## src/fault_log_pkg.sv

```systemverilog
package fault_log_pkg;

	// Circular record layout
	localparam logic [5:0] REC_BYTES = 6'h28;
	localparam logic [5:0] REC_LAST_POS = 6'h27;
	localparam int NUM_REC = 5;
	localparam int NUM_SLOTS = 10;
	localparam logic [3:0] LAST_SLOT = 4'h9;

	// Block byte map
	localparam logic [7:0] BYTE_COUNT = 8'hff;
	localparam logic [7:0] PTR_BYTE = 8'h00;
	localparam logic [7:0] TS_FIRST = 8'h01;
	localparam logic [7:0] TS_LAST = 8'h06;
	localparam logic [7:0] PK_FIRST = 8'h07;
	localparam logic [7:0] PK_LAST = 8'h2e;
	localparam logic [7:0] LOOP_FIRST = 8'h2f;
	localparam logic [7:0] LOOP_LAST = 8'hed;
	localparam logic [7:0] BLOCK_LAST = 8'hfe;
	localparam logic [7:0] PAD_BYTE = 8'h00;
	localparam int LOOP_LEN = 191;

	// Reset values of the tracked extremes
	localparam logic [15:0] PEAK_RESET = 16'h0000;
	localparam logic [15:0] MIN_RESET = 16'hffff;

	// Share-clock timestamp
	localparam int TS_BITS = 41;
	localparam int TICK_US = 200;
	localparam int CLK_MHZ = 50;
	localparam int TICK_CYCLES = TICK_US * CLK_MHZ;

	// Slots in record order; the preamble pairs follow the same order
	typedef enum logic [3:0] {
		SLOT_CH0, SLOT_CH1, SLOT_VIN, SLOT_CH2, SLOT_CH3,
		SLOT_TEMP, SLOT_CH4, SLOT_CH5, SLOT_CH6, SLOT_CH7
	} slot_e;

	typedef enum logic {RD_IDLE, RD_SEND} rd_state_e;

	function automatic logic [5:0] slot_base(input logic [3:0] slot);
		return {slot, 2'b00};
	endfunction

	function automatic logic [7:0] lin_addr(input logic [2:0] rec,
		input logic [5:0] pos);
		return 8'(rec) * 8'(REC_BYTES) + 8'(pos);
	endfunction

endpackage

```

## src/peak_min_track.sv

```systemverilog
module peak_min_track
	import fault_log_pkg::*;
(
	input  wire logic        clock,
	input  wire logic        rst,
	input  wire logic        sample_valid,
	input  wire logic [15:0] sample,
	output logic      [15:0] peak,
	output logic      [15:0] min_value
);

	// Unsigned compare; readings are kept as raw codes
	wire take_peak = sample_valid && (sample > peak);
	wire take_min = sample_valid && (sample < min_value);

	always_ff @(posedge clock) begin
		if (rst) begin
			peak <= PEAK_RESET;
			min_value <= MIN_RESET;
		end else begin
			if (take_peak) begin
				peak <= sample;
			end
			if (take_min) begin
				min_value <= sample;
			end
		end
	end

endmodule

```

## src/fault_log_block_readout.sv

```systemverilog
// What this block does
// - Telemetry buffer is 40-byte records, positions 0..39, 11 and 23 reserved.
// - Positions 0-7 channels 0,1 and 12-19 channels 2,3: vout lo, hi, status, mfr.
// - Positions 24-39 hold channels 4-7, four bytes each, channel 6 at 32.
// - Positions 8,9 hold input voltage lo/hi, position 10 its status.
// - Positions 20,21 hold temperature lo/hi, position 22 its status.
// - Block byte 0 returns the pointer captured at the fault.
// - Bytes 1-6 return 41-bit timestamp, LSB first, bit 40 alone in byte 6.
// - Bytes 7-46 return peak/min pairs low byte first in slot order.
// - Byte 47 returns the buffer byte at the captured pointer.
// - Following bytes step down one position, wrapping 0 to 39 of earlier record.
// - Circular data ends at block byte 237.
// - Bytes 238-254 return zero; the host still reads them.
// - One block read, count byte 0xff first, then the captured pointer.
// - Buffer updates after each measurement only while lock is clear.
module fault_log_block_readout
	import fault_log_pkg::*;
#(
	parameter int TICK_CYCLES_P = fault_log_pkg::TICK_CYCLES,
	parameter int NUM_REC_P = fault_log_pkg::NUM_REC
) (
	input  wire logic        clock,
	input  wire logic        rst,
	input  wire logic        meas_valid,
	input  wire logic [3:0]  meas_slot,
	input  wire logic [15:0] meas_value,
	input  wire logic [7:0]  meas_status,
	input  wire logic [7:0]  meas_mfr,
	input  wire logic        fault_capture,
	input  wire logic        log_clear,
	input  wire logic        rd_start,
	input  wire logic        rd_req,
	output logic      [7:0]  rd_data,
	output logic             rd_valid,
	output logic             rd_busy,
	output logic             buf_locked
);

	// Refused at elaboration: the ring must hold the whole loop
	if (TICK_CYCLES_P < 1) begin : g_bad_tick
		$error("TICK_CYCLES_P must be at least one");
	end
	if (NUM_REC_P * 40 < LOOP_LEN || NUM_REC_P > 6) begin : g_bad_rec
		$error("NUM_REC_P must cover the loop and fit 8-bit addressing");
	end

	localparam int MEM_BYTES = NUM_REC_P * 40;
	localparam logic [2:0] REC_TOP = 3'(NUM_REC_P - 1);

	logic [7:0] mem [MEM_BYTES];
	logic [5:0] wr_pos;
	logic [2:0] wr_rec;
	logic [5:0] cap_pos;
	logic [2:0] cap_rec;
	logic [TS_BITS-1:0] cap_ts;
	logic [TS_BITS-1:0] ts;
	logic [31:0] tick_cnt;
	logic [5:0] rd_pos;
	logic [2:0] rd_rec;
	logic [7:0] idx;
	rd_state_e state;

	// Write side
	wire slot_ok = (meas_slot <= LAST_SLOT);
	// Slots above the last one would write past the record; dropped
	wire meas_take = meas_valid && !buf_locked && slot_ok;
	wire [5:0] wr_base = slot_base(meas_slot);
	wire resv_slot = (meas_slot == SLOT_VIN) || (meas_slot == SLOT_TEMP);
	wire [7:0] fourth_byte = resv_slot ? PAD_BYTE : meas_mfr;
	wire rec_done = (meas_slot == LAST_SLOT);
	wire [2:0] next_wr_rec = (wr_rec == REC_TOP) ? 3'h0 : wr_rec + 3'h1;
	wire [7:0] wr_addr = lin_addr(wr_rec, wr_base);

	always_ff @(posedge clock) begin
		if (meas_take) begin
			mem[wr_addr] <= meas_value[7:0];
			mem[wr_addr + 8'h01] <= meas_value[15:8];
			mem[wr_addr + 8'h02] <= meas_status;
			mem[wr_addr + 8'h03] <= fourth_byte;
		end
	end

	always_ff @(posedge clock) begin
		if (rst) begin
			wr_pos <= 6'h00;
			wr_rec <= 3'h0;
		end else if (meas_take) begin
			wr_pos <= wr_base + 6'h03;
			if (rec_done) begin
				wr_rec <= next_wr_rec;
			end
		end
	end

	// Extremes, frozen together with the buffer
	logic [15:0] peak [NUM_SLOTS];
	logic [15:0] min_value [NUM_SLOTS];

	for (genvar s = 0; s < NUM_SLOTS; s++) begin : g_track
		peak_min_track u_track (
			.clock       (clock),
			.rst         (rst),
			.sample_valid(meas_take && (meas_slot == 4'(s))),
			.sample      (meas_value),
			.peak        (peak[s]),
			.min_value   (min_value[s])
		);
	end

	// Share-clock timestamp
	wire tick = (tick_cnt == 32'(TICK_CYCLES_P - 1));

	always_ff @(posedge clock) begin
		if (rst) begin
			tick_cnt <= 32'h0;
			ts <= '0;
		end else begin
			tick_cnt <= tick ? 32'h0 : tick_cnt + 32'h1;
			if (tick) begin
				ts <= ts + 41'h1;
			end
		end
	end

	// Lock: a capture in the clearing cycle still wins
	wire read_end = (state == RD_SEND) && rd_req && (idx == BYTE_COUNT);
	wire lock_clear = read_end || log_clear;
	wire cap_take = fault_capture && (!buf_locked || lock_clear);
	wire next_locked = cap_take || (buf_locked && !lock_clear);

	always_ff @(posedge clock) begin
		if (rst) begin
			buf_locked <= 1'b0;
			cap_pos <= 6'h00;
			cap_rec <= 3'h0;
			cap_ts <= '0;
		end else begin
			buf_locked <= next_locked;
			if (cap_take) begin
				cap_pos <= wr_pos;
				cap_rec <= wr_rec;
				cap_ts <= ts;
			end
		end
	end

	// Read side: idx 0 is the count byte, idx n is block byte n-1
	wire [7:0] blk = idx - 8'h01;
	wire is_count = (idx == 8'h00);
	wire is_ptr = !is_count && (blk == PTR_BYTE);
	wire is_ts = !is_count && (blk >= TS_FIRST) && (blk <= TS_LAST);
	wire is_pk = !is_count && (blk >= PK_FIRST) && (blk <= PK_LAST);
	wire is_loop = !is_count && (blk >= LOOP_FIRST) && (blk <= LOOP_LAST);
	wire [7:0] ts_off = blk - TS_FIRST;
	wire [TS_BITS-1:0] ts_shift = cap_ts >> {ts_off[2:0], 3'b000};
	wire [7:0] ts_sel = ts_shift[7:0];
	wire [7:0] pk_off = blk - PK_FIRST;
	wire [3:0] pk_slot = pk_off[5:2];
	wire [15:0] pk_word = pk_off[1] ? min_value[pk_slot] : peak[pk_slot];
	wire [7:0] pk_sel = pk_off[0] ? pk_word[15:8] : pk_word[7:0];
	wire [7:0] loop_sel = mem[lin_addr(rd_rec, rd_pos)];
	wire [2:0] prev_rec = (rd_rec == 3'h0) ? REC_TOP : rd_rec - 3'h1;

	logic [7:0] next_byte;
	always_comb begin
		if (is_count) begin
			next_byte = BYTE_COUNT;
		end else if (is_ptr) begin
			next_byte = {2'b00, cap_pos};
		end else if (is_ts) begin
			next_byte = ts_sel;
		end else if (is_pk) begin
			next_byte = pk_sel;
		end else if (is_loop) begin
			next_byte = loop_sel;
		end else begin
			next_byte = PAD_BYTE;
		end
	end

	wire send = (state == RD_SEND) && rd_req;

	always_ff @(posedge clock) begin
		if (rst) begin
			state <= RD_IDLE;
			idx <= 8'h00;
			rd_pos <= 6'h00;
			rd_rec <= 3'h0;
			rd_data <= 8'h00;
			rd_valid <= 1'b0;
			rd_busy <= 1'b0;
		end else begin
			rd_valid <= send;
			case (state)
				RD_IDLE: begin
					if (rd_start) begin
						state <= RD_SEND;
						rd_busy <= 1'b1;
						idx <= 8'h00;
						rd_pos <= cap_pos;
						rd_rec <= cap_rec;
					end
				end
				RD_SEND: begin
					if (rd_req) begin
						rd_data <= next_byte;
						idx <= idx + 8'h01;
						if (is_loop) begin
							if (rd_pos == 6'h00) begin
								rd_pos <= REC_LAST_POS;
								rd_rec <= prev_rec;
							end else begin
								rd_pos <= rd_pos - 6'h01;
							end
						end
						if (idx == BYTE_COUNT) begin
							state <= RD_IDLE;
							rd_busy <= 1'b0;
						end
					end
				end
				default: begin
					state <= RD_IDLE;
					rd_busy <= 1'b0;
				end
			endcase
		end
	end

	// Expected loop position from the pointer, done independently of rd_pos
	wire [7:0] loop_off = blk - LOOP_FIRST;
	wire [8:0] mod_base = 9'(cap_pos) + 9'd200 - 9'(loop_off);
	wire [5:0] expect_pos = 6'(mod_base % 9'd40);
endmodule

```

## config.mk

```make
export PLATFORM = sky130hd
export DESIGN_NAME = fault_log_block_readout
export DESIGN_NICKNAME = d
export VERILOG_FILES = /design/src/fault_log_pkg.sv /design/src/peak_min_track.sv /design/src/fault_log_block_readout.sv
export SDC_FILE = /design/constraint.sdc
export NUM_CORES = 2
export LEC_CHECK = 0
export BUFFER_PORTS_ARGS = -buffer_cell sky130_fd_sc_hd__buf_2
export CELL_PAD_IN_SITES_DETAIL_PLACEMENT = 1
export CELL_PAD_IN_SITES_GLOBAL_PLACEMENT = 2
export CORE_MARGIN = 1.5
export CORE_UTILIZATION = 50
export CTS_CLUSTER_DIAMETER = 200
export DETAILED_ROUTE_END_ITERATION = 8
export PLACE_DENSITY = 0.87
export SLEW_MARGIN = 30
export SYNTH_ARGS = -nofsm -noshare
export SYNTH_HDL_FRONTEND = slang
export SYNTH_SLANG_ARGS = --single-unit
```

## constraint.sdc

```tcl
create_clock -name clock -period 12.15 [get_ports clock]
set_input_delay 3.0375 -clock clock [delete_from_list [all_inputs] [get_ports clock]]
set_output_delay 3.0375 -clock clock [all_outputs]
set_load 0.01 [all_outputs]
```

==> results.cfg <==
[cts]
cts_setup_buffers = 0
htree_levels = 4
path_clk_slew_ps = 60
cts_tree = yes
max-clock-path-buffers = 3
cts-buffers-inserted = 208
post_cts_resized = 0
insertion_delay_ps = 850
root_buffer = clkbuf_16
cts_sinks = 2079
cts_hold_buf = 0

[floorplan]
core_um2 = 180900
std_cell_rows = 156
die_h_um = 430.2
dieArea_um2 = 185100
start_util_pct = 50.43
io_pins = 54
die_x_um = 430.2

[power_and_ir_drop]
p_leak_nw = 36.01
p_int_w = 0.01161
switching_share_pct = 23.98
ir_drop_uv = 132.1
power_w = 0.01527
power_frac_clock_pct = 41.6
p_switching_w = 0.003663
seq_power_share_pct = 50.6
p_per_area_nw_per_um2 = 149.7
share_comb_of_total_power_pct = 7.8

[synthesis]
synth_nets = 6587
yosysMostFrequentCell = edfxtp_1
synthArstFlopShare_pct = 0
syn_area_um2 = 91240
synth_cells = 6208
synth_edf_count = 1600
avgSynthCellArea_um2 = 14.70
synth_cell_type_count = 83
ys_ff_latch = 2079
synth_area_leader_cell = edfxtp_1
ys_seq_area_share_pct = 63.17
synthTopCellsByCount = 1,600 x edfxtp_1, 479 x dfxtp_1, 465 x nand2_1, 464 x mux4_2, 421 x nor2_1
ys_top_cells_by_area = edfxtp_1 53%, mux4_2 11%, dfxtp_1 11%
yosys_warnings = 0
synthFlopType = edfxtp_1
yosys.area.top_type_share_pct = 52.66

[setup_path]
rr_startpoint = rd_pos[3]
crit_type = input pin to register
arrival_ps = 6750
cp.required_ps = 12810
worstSetupEndpoint = g_track[3].u_track.peak[14]
cpPeakStageDelay_ps = 750
rrSetupSlack_ps = 6080
slowest_stage = a2111oi_0
start_kind = input pin
startpoint = meas_value[10]
reg2reg_to = rd_data[2]
cp_num_buf_inv = 2
critPathTopFamily = compound AO/OA/AOI/OAI gates
crit_fanout = 39
crit_chain = buf_4 > buf_4 > ha_1 > a21oi_1 > nor2b_1 > o21ai_0 > nand2b_1 > a2111oi_0 > a21boi_4 > o21ai_0 > o41ai_1
worstSetupPathDepth = 11
cp-end-kind = register
reg2reg_depth = 11

[sta]
setup_viol = 0
grt_setup_unrepaired = no
max_slew.worst_pin.slew_ps = 1130
fin_crit_sh_pct = 50.18
setup_tns_ps = 0
hold_ws_ps = 448.4
skew_ps = 58.28
slew-limit-headroom_pct = 24.20
hold_viol_final = 0
drv_slew = 0
fin_crit_ps = 6097
max_freq_ghz = 0.1640

[global_route]
antenna_found_initial = 10
grt_max_degree = 121
grt_pass1_wl_mm = 408.6
grt_util_all_layers_pct = 30.21
gr-total-overflow = 0
grt_pass1_vias = 59400

[finish]
drive_above_1_share_pct = 17.26
syn2layout_area_growth_pct = 11.81
final_util_pct = 56.38
nNetsFinal = 6690
final_cell_area_um2 = 102000

[routing]
num_vias = 56840
drt_iter0_drc = 5411
detailedRoute.firstPassIterationCount = 6
drc = 0
avgViaCountPerCell = 6.418
routed_wl_mm = 280.6
wl_per_cell_um = 31.69
ant_nets = 0

[min_path]
hp-class = register to register

[outcome]
outcome = complete, no violations

[place]
io_buffers = 53
post_dp_cell_area_um2 = 95050
dp_hpwl_mm = 174.2
place_congestion = 0.8804

[run]
max_cap_viol_count = 0
## sequential cells by signal, summed over array words and instances (netlist names), 3 cells and up
name and flops:
cap_pos 5, cap_rec 3, cap_ts 41, g_track.u_track.min_value 160
g_track.u_track.peak 160, idx 8, mem 1600, rd_data 8
rd_pos 6, rd_rec 3, tick_cnt 32, ts 41
wr_pos 5, wr_rec 3
## cell usage in the layout (no fill, tap or decap), types with 46 or more instances in the layout
| cell type | instances |
|---|---|
| edfxtp_1 | 1600 |
| dfxtp_1 | 474 |
| nand2_1 | 464 |
| mux4_2 | 464 |
| nor2_1 | 362 |
| inv_1 | 347 |
| mux2i_1 | 336 |
| ha_1 | 334 |
| a21oi_1 | 220 |
| clkbuf_16 | 209 |
| buf_4 | 165 |
| o21ai_0 | 147 |
| a22oi_1 | 84 |
| a21o_1 | 79 |
| nand4_1 | 66 |
| nor3_1 | 60 |
| nand3_1 | 55 |
| o21a_1 | 54 |
| nor2b_1 | 53 |
| clkbuf_1 | 53 |
| nor2_2 | 46 |
## through the flow
step	cells	setup WS (ps)
detailed placement	8462	5208
floorplan	6208	5894
finish	8855	6053
CTS	8844	6066
global route	8854	5883
global placement	8459	5343
## worst min-delay path by stage
stage / from / to / slack, ps / depth (start not counted)
6_report: tick_cnt[0] / tick_cnt[0] / 450 / 1
5_1_grt: cap_ts[1] / cap_ts[1] / 480 / 2
4_1_cts: cap_ts[22] / cap_ts[22] / 460 / 2
3_5_place_dp: tick_cnt[0] / tick_cnt[0] / 440 / 1
3_3_place_gp: tick_cnt[0] / tick_cnt[0] / 430 / 1
2_1_floorplan: tick_cnt[0] / tick_cnt[0] / 420 / 1
## final cells by class
| class | count | area [µm²] |
|---|---|---|
| Tap cell | 2370 | 2965 |
| Multi-Input combinational cell | 3450 | 31500 |
| Fill cell | 16960 | 78920 |
| Inverter | 352 | 1324 |
| Sequential cell | 2079 | 57650 |
| Antenna cell | 2 | 5.005 |
| Clock inverter | 110 | 1134 |
| Timing Repair Buffer | 220 | 1891 |
| Clock buffer | 272 | 5552 |
## power by group through the flow
stage	Sequential (W)	Combinational, W	Clock (W)
floorplan	0.00785	0.000638	0
global placement	0.00788	0.00113	0
detailed placement	0.00788	0.00116	0
CTS	0.00773	0.00118	0.00642
global route	0.00773	0.00124	0.00666
finish	0.00773	0.00119	0.00636
## worst reg2reg max path, cell delays in order (launching register included)
cell and delay [ps]:
dfxtp_1 380, ha_1 260, fa_4 1300, and2_2 670, buf_4 530, a22o_1 260
a221oi_1 50, o211ai_1 300, o21ai_0 430, a211oi_1 1030, a21oi_1 480, a31oi_1 270
## per-layer routing
metal	vias to the layer above	track usage, %	part of all wire [%]
li1	24100	-	-
met1	29650	39.15	39
met2	2485	50.79	49
met4	6	12.88	4.7
met3	590	4.578	7.1
met5	-	0	0.014
## cells by family (layout without fill, tap and decap cells)
logic type / after synthesis / in the layout / share of synthesized area, %
AOI/OAI and AO/OA: 938 / 938 / 6.918
buffers and inverters: 679 / 954 / 2.926
and+or+nand+nor: 1290 / 1290 / 6.370
xor gates and xnor gates: 75 / 75 / 0.7199
other: 0 / 2 / 0
adders and majority gates: 336 / 336 / 4.624
muxes: 811 / 811 / 15.27
DFF: 2079 / 2079 / 63.17
(Power assumes the default switching activity.)
